**src/hdl/trim_status_pkg.sv**
```systemverilog
`default_nettype none
package trim_status_pkg;

    // ----------------------------------------------------------------
    // Register offsets
    // ----------------------------------------------------------------
    localparam logic [7:0] ADDR_RAIL_TRIM     = 8'h22;
    localparam logic [7:0] ADDR_NEG_TS_TRIM   = 8'h23;
    localparam logic [7:0] ADDR_SW_RESET      = 8'h26;
    localparam logic [7:0] ADDR_STANDBY       = 8'h27;
    localparam logic [7:0] ADDR_TIMING_STATUS = 8'h29;
    localparam logic [7:0] ADDR_DIE_TEMP      = 8'h2a;
    localparam logic [7:0] ADDR_LINK_STATUS   = 8'h2c;

    // ----------------------------------------------------------------
    // Reset values and keys
    // ----------------------------------------------------------------
    localparam logic [7:0] RST_RAIL_TRIM   = 8'h00;
    localparam logic [7:0] RST_NEG_TS_TRIM = 8'h00;
    localparam logic [7:0] RST_SW_RESET    = 8'h6c;
    localparam logic [7:0] RST_STANDBY     = 8'ha7;
    localparam logic [7:0] RST_STATUS      = 8'h00;
    localparam logic [7:0] RST_DIE_TEMP    = 8'h00;
    localparam logic [7:0] KEY_SW_RESET    = 8'h93;
    localparam logic [7:0] KEY_STANDBY     = 8'h58;
    localparam logic [7:0] RD_UNMAPPED     = 8'h00;

    // ----------------------------------------------------------------
    // Field positions and masks
    // ----------------------------------------------------------------
    localparam int GH_TRIM_LSB  = 6;
    localparam int GL_TRIM_LSB  = 4;
    localparam int POS_REF_LSB  = 0;
    localparam int NEG_REF_LSB  = 5;
    localparam int TS_TRIM_LSB  = 0;
    localparam int TS_SIGN_BIT  = 4;
    localparam logic [7:0] RAIL_TRIM_WMASK = 8'hf7;   // Bit 3 reserved

    localparam int BIT_LOW_TEMP  = 7;
    localparam int BIT_HIGH_TEMP = 6;
    localparam int BIT_GSP       = 4;
    localparam int BIT_DE        = 3;
    localparam int BIT_VS        = 2;
    localparam int BIT_HS        = 1;
    localparam int BIT_PCLK      = 0;
    localparam int BIT_RELOAD    = 7;
    localparam int BIT_DIFF_RX   = 6;
    localparam int BIT_MERGE     = 4;

endpackage
`default_nettype wire

```
**src/hdl/trim_status_regs.sv**
```systemverilog
`timescale 1ns/100ps
`default_nettype none
module trim_status_regs (
    input  wire logic              mclk_i,
    input  wire logic              rst_n_i,
    // Register port
    input  wire logic              reg_wr_i,
    input  wire logic              reg_rd_i,
    input  wire logic [7:0]        reg_addr_i,
    input  wire logic [7:0]        reg_wdata_i,
    output logic [7:0]             reg_rdata_o,
    output logic                   reg_rvalid_o,
    // Fault conditions and die temperature from the monitors
    input  wire logic              low_temp_flag_i,
    input  wire logic              high_temp_flag_i,
    input  wire logic              gate_start_pulse_flag_i,
    input  wire logic              data_enable_flag_i,
    input  wire logic              vertical_sync_flag_i,
    input  wire logic              horizontal_sync_flag_i,
    input  wire logic              pixel_clock_flag_i,
    input  wire logic              config_reload_error_flag_i,
    input  wire logic              diff_receiver_error_flag_i,
    input  wire logic              dual_port_merge_error_flag_i,
    input  wire logic [7:0]        die_temperature_i,
    // Device controls
    output logic                   standby_o,
    output logic                   sw_reset_o,
    output logic signed [2:0]      gate_high_step_o,
    output logic signed [2:0]      gate_low_step_o,
    output logic signed [3:0]      pos_ref_step_o,
    output logic signed [3:0]      neg_ref_step_o,
    output logic signed [4:0]      temp_trim_step_o
);

    // ----------------------------------------------------------------
    // Storage
    // ----------------------------------------------------------------
    logic [7:0] rail_trim_reg;
    logic [7:0] neg_ts_trim_reg;
    logic [7:0] software_reset_key_reg;
    logic [7:0] standby_key_reg;
    logic [7:0] timing_status_reg;
    logic [7:0] die_temperature_reg;
    logic [7:0] link_status_reg;
    logic       standby_reg;
    logic       sw_reset_reg;
    logic [7:0] rdata_reg;
    logic       rvalid_reg;

    // ----------------------------------------------------------------
    // Address decode
    // ----------------------------------------------------------------
    // read-only writes dropped
    // One hit per writable register; read-only offsets have no write strobe
    wire logic hit_rail    = (reg_addr_i == trim_status_pkg::ADDR_RAIL_TRIM);
    wire logic hit_neg_ts  = (reg_addr_i == trim_status_pkg::ADDR_NEG_TS_TRIM);
    wire logic hit_reset   = (reg_addr_i == trim_status_pkg::ADDR_SW_RESET);
    wire logic hit_standby = (reg_addr_i == trim_status_pkg::ADDR_STANDBY);

    // Writes are dropped during the reset pulse so the defaults land cleanly
    wire logic wr_ok          = reg_wr_i && !sw_reset_reg;
    wire logic wr_rail        = wr_ok && hit_rail;
    wire logic wr_neg_ts      = wr_ok && hit_neg_ts;
    wire logic wr_reset       = wr_ok && hit_reset;
    wire logic wr_standby     = wr_ok && hit_standby;
    wire logic reset_key_seen = wr_reset && (reg_wdata_i == trim_status_pkg::KEY_SW_RESET);

    // ----------------------------------------------------------------
    // Next values of the writable registers
    // ----------------------------------------------------------------
    wire logic [7:0] rail_trim_next = sw_reset_reg ? trim_status_pkg::RST_RAIL_TRIM :
                                      wr_rail ? (reg_wdata_i & trim_status_pkg::RAIL_TRIM_WMASK) :
                                      rail_trim_reg;
    wire logic [7:0] neg_ts_trim_next = sw_reset_reg ? trim_status_pkg::RST_NEG_TS_TRIM :
                                        wr_neg_ts ? reg_wdata_i : neg_ts_trim_reg;
    wire logic [7:0] software_reset_key_next = sw_reset_reg ? trim_status_pkg::RST_SW_RESET :
                                               wr_reset ? reg_wdata_i : software_reset_key_reg;
    wire logic [7:0] standby_key_next = sw_reset_reg ? trim_status_pkg::RST_STANDBY :
                                        wr_standby ? reg_wdata_i : standby_key_reg;

    // ----------------------------------------------------------------
    // Status assembly
    // ----------------------------------------------------------------
    // Reserved bits are tied low here rather than masked on read
    wire logic [7:0] timing_status_next = {
        low_temp_flag_i,
        high_temp_flag_i,
        1'b0,
        gate_start_pulse_flag_i,
        data_enable_flag_i,
        vertical_sync_flag_i,
        horizontal_sync_flag_i,
        pixel_clock_flag_i
    };
    wire logic [7:0] link_status_next = {
        config_reload_error_flag_i,
        diff_receiver_error_flag_i,
        1'b0,
        dual_port_merge_error_flag_i,
        4'h0
    };

    // ----------------------------------------------------------------
    // Read mux
    // ----------------------------------------------------------------
    function automatic logic [7:0] read_mux(input logic [7:0] addr,
                                           input logic [7:0] rail,
                                           input logic [7:0] negts,
                                           input logic [7:0] rkey,
                                           input logic [7:0] skey,
                                           input logic [7:0] tstat,
                                           input logic [7:0] temp,
                                           input logic [7:0] lstat);
        case (addr)
            trim_status_pkg::ADDR_RAIL_TRIM:     read_mux = rail;
            trim_status_pkg::ADDR_NEG_TS_TRIM:   read_mux = negts;
            trim_status_pkg::ADDR_SW_RESET:      read_mux = rkey;
            trim_status_pkg::ADDR_STANDBY:       read_mux = skey;
            trim_status_pkg::ADDR_TIMING_STATUS: read_mux = tstat;
            trim_status_pkg::ADDR_DIE_TEMP:      read_mux = temp;
            trim_status_pkg::ADDR_LINK_STATUS:   read_mux = lstat;
            default:                             read_mux = trim_status_pkg::RD_UNMAPPED;
        endcase
    endfunction

    // A read in the same cycle as a write returns the old contents
    wire logic [7:0] rdata_next = read_mux(reg_addr_i, rail_trim_reg, neg_ts_trim_reg,
                                           software_reset_key_reg, standby_key_reg,
                                           timing_status_reg, die_temperature_reg,
                                           link_status_reg);

    // ----------------------------------------------------------------
    // Writable registers
    // ----------------------------------------------------------------
    // Trim codes are held here and decoded in the leaf
    always_ff @(posedge mclk_i or negedge rst_n_i) begin
        if (!rst_n_i) begin
            rail_trim_reg   <= trim_status_pkg::RST_RAIL_TRIM;
            neg_ts_trim_reg <= trim_status_pkg::RST_NEG_TS_TRIM;
        end else begin
            rail_trim_reg   <= rail_trim_next;
            neg_ts_trim_reg <= neg_ts_trim_next;
        end
    end

    // Key registers; the reset pulse puts both keys back to their defaults
    always_ff @(posedge mclk_i or negedge rst_n_i) begin
        if (!rst_n_i) begin
            software_reset_key_reg <= trim_status_pkg::RST_SW_RESET;
            standby_key_reg        <= trim_status_pkg::RST_STANDBY;
        end else begin
            software_reset_key_reg <= software_reset_key_next;
            standby_key_reg        <= standby_key_next;
        end
    end

    // ----------------------------------------------------------------
    // Keyed controls
    // ----------------------------------------------------------------
    // Only the exact key triggers; the pulse lasts one cycle
    always_ff @(posedge mclk_i or negedge rst_n_i) begin
        if (!rst_n_i) begin
            sw_reset_reg <= 1'b0;
            standby_reg  <= 1'b0;
        end else begin
            sw_reset_reg <= reset_key_seen;
            standby_reg  <= (standby_key_next == trim_status_pkg::KEY_STANDBY);
        end
    end

    // ----------------------------------------------------------------
    // Read-only status
    // ----------------------------------------------------------------
    // Inputs are live levels; no write path reaches these registers
    always_ff @(posedge mclk_i or negedge rst_n_i) begin
        if (!rst_n_i) begin
            timing_status_reg   <= trim_status_pkg::RST_STATUS;
            link_status_reg     <= trim_status_pkg::RST_STATUS;
            die_temperature_reg <= trim_status_pkg::RST_DIE_TEMP;
        end else begin
            timing_status_reg   <= timing_status_next;
            link_status_reg     <= link_status_next;
            die_temperature_reg <= die_temperature_i;
        end
    end

    // Read data answers one cycle after the strobe
    always_ff @(posedge mclk_i or negedge rst_n_i) begin
        if (!rst_n_i) begin
            rdata_reg  <= trim_status_pkg::RD_UNMAPPED;
            rvalid_reg <= 1'b0;
        end else begin
            rvalid_reg <= reg_rd_i;
            if (reg_rd_i) begin
                rdata_reg <= rdata_next;
            end
        end
    end

    assign reg_rdata_o  = rdata_reg;
    assign reg_rvalid_o = rvalid_reg;
    assign standby_o    = standby_reg;
    assign sw_reset_o   = sw_reset_reg;

    // ----------------------------------------------------------------
    // Trim decode
    // ----------------------------------------------------------------
    trim_step_decoder u_trim_decode (
        .mclk_i           (mclk_i),
        .rst_n_i          (rst_n_i),
        .rail_trim_i      (rail_trim_reg),
        .neg_ts_trim_i    (neg_ts_trim_reg),
        .gate_high_step_o (gate_high_step_o),
        .gate_low_step_o  (gate_low_step_o),
        .pos_ref_step_o   (pos_ref_step_o),
        .neg_ref_step_o   (neg_ref_step_o),
        .temp_trim_step_o (temp_trim_step_o)
    );
endmodule
`default_nettype wire

```
**src/hdl/trim_step_decoder.sv**
```systemverilog
`timescale 1ns/100ps
`default_nettype none
module trim_step_decoder (
    input  wire logic              mclk_i,
    input  wire logic              rst_n_i,
    input  wire logic [7:0]        rail_trim_i,
    input  wire logic [7:0]        neg_ts_trim_i,
    output logic signed [2:0]      gate_high_step_o,
    output logic signed [2:0]      gate_low_step_o,
    output logic signed [3:0]      pos_ref_step_o,
    output logic signed [3:0]      neg_ref_step_o,
    output logic signed [4:0]      temp_trim_step_o
);

    // ----------------------------------------------------------------
    // Decode functions
    // ----------------------------------------------------------------
    // Two-bit code: 0 none, 1 +1, 2 +2, 3 -1
    function automatic logic signed [2:0] step2(input logic [1:0] code);
        step2 = (code == 2'h3) ? -3'sd1 : $signed({1'b0, code});
    endfunction

    // Three-bit code: 0..5 add, 6 -1, 7 -2
    function automatic logic signed [3:0] step3(input logic [2:0] code);
        case (code)
            3'h6:    step3 = -4'sd1;
            3'h7:    step3 = -4'sd2;
            default: step3 = $signed({1'b0, code});
        endcase
    endfunction

    // Sign-magnitude: sign set adds, clear subtracts
    function automatic logic signed [4:0] step_sm(input logic [4:0] code);
        logic signed [4:0] mag;
        mag = $signed({1'b0, code[3:0]});
        step_sm = code[4] ? mag : -mag;
    endfunction

    // ----------------------------------------------------------------
    // Combinational decode
    // ----------------------------------------------------------------
    wire logic signed [2:0] gh_next = step2(rail_trim_i[trim_status_pkg::GH_TRIM_LSB +: 2]);
    wire logic signed [2:0] gl_next = step2(rail_trim_i[trim_status_pkg::GL_TRIM_LSB +: 2]);
    wire logic signed [3:0] pr_next = step3(rail_trim_i[trim_status_pkg::POS_REF_LSB +: 3]);
    wire logic signed [3:0] nr_next = step3(neg_ts_trim_i[trim_status_pkg::NEG_REF_LSB +: 3]);
    wire logic signed [4:0] ts_next = step_sm(neg_ts_trim_i[trim_status_pkg::TS_TRIM_LSB +: 5]);

    // Registered so the analog trims see glitch-free codes
    always_ff @(posedge mclk_i or negedge rst_n_i) begin
        if (!rst_n_i) begin
            gate_high_step_o <= '0;
            gate_low_step_o  <= '0;
            pos_ref_step_o   <= '0;
            neg_ref_step_o   <= '0;
            temp_trim_step_o <= '0;
        end else begin
            gate_high_step_o <= gh_next;
            gate_low_step_o  <= gl_next;
            pos_ref_step_o   <= pr_next;
            neg_ref_step_o   <= nr_next;
            temp_trim_step_o <= ts_next;
        end
    end

endmodule
`default_nettype wire

```
**config.mk**
```make
export PLATFORM = sky130hd
export DESIGN_NAME = trim_status_regs
export DESIGN_NICKNAME = d
export VERILOG_FILES = /design/src/hdl/trim_status_pkg.sv /design/src/hdl/trim_status_regs.sv /design/src/hdl/trim_step_decoder.sv
export SDC_FILE = /design/constraint.sdc
export NUM_CORES = 1
export LEC_CHECK = 0
export BUFFER_PORTS_ARGS = -buffer_cell sky130_fd_sc_hd__buf_2
export CORE_UTILIZATION = 53
export CTS_CLUSTER_DIAMETER = 50
export DETAILED_ROUTE_END_ITERATION = 16
export PLACE_DENSITY = 0.77
export SLEW_MARGIN = 30
export SYNTH_ARGS = -nofsm -noshare
export SYNTH_HDL_FRONTEND = slang
export SYNTH_SLANG_ARGS = --single-unit
```
**constraint.sdc**
```tcl
create_clock -name mclk_i -period 2.2 [get_ports mclk_i]
set_clock_uncertainty 0.15 [all_clocks]
set_input_delay 0.44 -clock mclk_i [delete_from_list [all_inputs] [get_ports mclk_i]]
set_output_delay 0.44 -clock mclk_i [all_outputs]
set_load 0.005 [all_outputs]
```
==> impl_metrics.toml <==
[cells_and_area]
layout.cells.non_filler = 454
n_antenna_cell = 0
nets = 413
fin_util = 0.667
drive_above_1_share = 0.314
area_delta_synth_final_pct = 19.4

[route]
via_per_inst = 5.64
drt_drc_violations_left = 0
firstDrtPassIters = 7
ant_nets = 0
drtIter0Drc = 230
vias = 2561
totalWireLength_um = 7520
wl_per_cell_um = 16.6

[floorplan]
io_pins = 68
core_mm2 = 0.00603
die_w_um = 81.7
floorplan.initialDensity = 0.559
dieHeight_um = 81.7
std_cell_rows = 28
die_area_mm2 = 0.00667

[clock_tree]
cts.sinks = 79
cts_buffers = 9
clkLatencyLatePin_ns = 0.35
cts_root_buf = "clkbuf_8"
cts_htree_levels = 3
ctsResizeCount = 0
cts_tree = "done"
cts.path.max_buffers = 2
path_clk_slew_ns = 0.08
post_cts_buffers = 0
hold_buffers = 1

[setup_path]
cp_max_fo = 17
reg2reg_depth = 6
endpoint = "software_reset_key_reg[0]"
cp-start-kind = "input pin"
crit_start = "reg_addr_i[4]"
path_class = "in2reg"
ff2ff_setup_slack_ns = 0.59
crit_path_end_kind = "register"
r2r-start = "sw_reset_o"
arrival_ns = 1.92
cp.required_ns = 2.29
r2r_end = "standby_key_reg[7]"

[synthesis]
synth.area.top_cells = "dfrtp_1 (52%), dfstp_2 (7.0%), mux2i_1 (3.6%)"
synth_flop_cell = "dfrtp_1"
synthCells = 303
yosysWarningCount = 0
syn-cell-area_mm2 = 0.00337
yosysTopAreaCellShare = 0.520
ys_async_sr_fraction = 1.00
yosysTopAreaCell = "dfrtp_1"
post_synth.cell_area_avg_um2 = 11.1
syn_nets = 342
ys_types = 50
ys_ff_latch = 79
synth_seq_area_share = 0.591
synth-edff-count = 0

[flow_run]
drv_cap = 0

[grt]
overflow = 0
antenna_found_initial = 0
grt_pass1_vias = 2365
gr-usage-all-layers = 0.249
grt_pass1_wl_um = 11900
grt_start_max_net_pins = 39

[sta]
worstMarginPinSlew_ns = 0.525
relSlewSlack = 0.649
final_max_slew_viol_count = 0
rsz0062_at_grt = "false"
max_freq_ghz = 0.546
setup_viol = 0
fin_crit_ns = 1.83
finalHoldViolCount = 0
min_period_over_period = 0.832
fin_setup_tns_ns = 0

[outcome]
status = "complete, no violations"

[power]
p_leak_uw = 0.00195
ir_worst_vdd_v = 0.000444
power_density_mw_per_mm2 = 709
total_power_uw = 2850

[placed_design]
place_congestion = 0.880
dpl.cell_count = 437
port_buffers = 67
dpl.hpwl_um = 5340

[hold_path]
hold_path.class = "in2reg"
## critical path: stages
cell,delay [ns]
buf_2,0.11
or4b_4,0.58
nor3b_4,0.29
nand2_2,0.26
nand3b_1,0.16
o21ai_1,0.07
## synth_stat cells, types with 2 or more instances
cell type	number
inv_1	15
nor2b_1	10
a311oi_1	2
mux2i_1	12
dfstp_2	9
dfrtp_1	70
nand2b_1	11
nand3b_1	6
and2_1	4
nand2_1	24
clkbuf_1	13
and3_1	3
o22ai_1	11
buf_6	2
o31ai_1	2
a21oi_1	9
mux2_2	4
buf_2	4
buf_4	2
a22o_1	2
o32ai_1	2
nor3_1	5
o21ai_1	9
o21ai_0	11
xor2_1	4
nand3_1	3
nor2_1	21
a22oi_1	6
a211o_1	5
nor4_1	2
## layout by cell type, fill, tap and decap left out, types with 4 or more instances in the layout
master / netlist / routed
a211o_1: 5 / 5
a21oi_1: 9 / 9
a22oi_1: 6 / 6
and2_1: 4 / 4
buf_2: 4 / 66
buf_4: 2 / 12
clkbuf_8: 0 / 9
clkinvlp_4: 0 / 4
dfrtp_1: 70 / 70
dfstp_2: 9 / 9
inv_1: 15 / 15
mux2_2: 4 / 4
mux2i_1: 12 / 12
nand2_1: 24 / 24
nand2b_1: 11 / 11
nand3b_1: 6 / 6
nor2_1: 21 / 21
nor2b_1: 10 / 10
nor3_1: 5 / 5
o21ai_0: 11 / 11
o21ai_1: 9 / 9
o22ai_1: 11 / 11
xor2_1: 4 / 4
## metal layers
layer	track usage	share of wire
met5	0	0
met4	0.0982	0.015
met3	0.0456	0.046
met2	0.391	0.50
met1	0.342	0.44
## stage by stage
| step | setup slack, ns | area (um^2) | hold WS [ns] |
|---|---|---|---|
| after floorplan | 0.303 | 3370 | -0.00559 |
| after global placement | 0.0848 | 3830 | 0.205 |
| after detailed placement | 0.0107 | 3830 | 0.209 |
| after CTS | 0.387 | 4020 | 0.0223 |
| after global routing | 0.288 | 4020 | 0.0154 |
| final | 0.370 | 4020 | 0.0310 |
## cell families (layout without fill, tap and decap cells)
logic type,after synthesis,in the layout,share of synthesized area
DFF,79,79,0.591
xor gates and xnor gates,4,4,0.0104
adders and majority gates,1,1,0.00372
and+or+nand+nor,101,101,0.168
AOI/OAI and AO/OA,64,64,0.122
buffers and inverters,37,113,0.0494
muxes,17,17,0.0558
## worst min-delay path by stage
| stage | end | startpoint | cells after the start | slack, ns |
|---|---|---|---|---|
| global route | die_temperature_reg[3] | die_temperature_i[3] | 1 | 0.02 |
| detailed placement | neg_ts_trim_reg[7] | rst_n_i | 1 | 0.21 |
| CTS | link_status_reg[6] | diff_receiver_error_flag_i | 1 | 0.02 |
| floorplan | die_temperature_reg[0] | rst_n_i | 0 | -0.006 |
| finish | die_temperature_reg[4] | die_temperature_i[4] | 1 | 0.03 |
| global placement | neg_ts_trim_reg[7] | rst_n_i | 1 | 0.20 |
## where the power goes
part | internal [uW] | leakage [uW] | switching (uW)
clock | 418 | 0.0000785 | 560
combinational | 129 | 0.000931 | 153
sequential | 1540 | 0.000938 | 48.5
## area by class of cell
type	count	area (um^2)
Clock buffer	9	124
Clock inverter	7	56.3
Fill cell	479	2010
Inverter	15	56.3
Multi-Input combinational cell	187	1210
Sequential cell	79	1990
Tap cell	75	93.8
Timing Repair Buffer	82	490
Note: power is estimated with default switching activity, not from simulation.
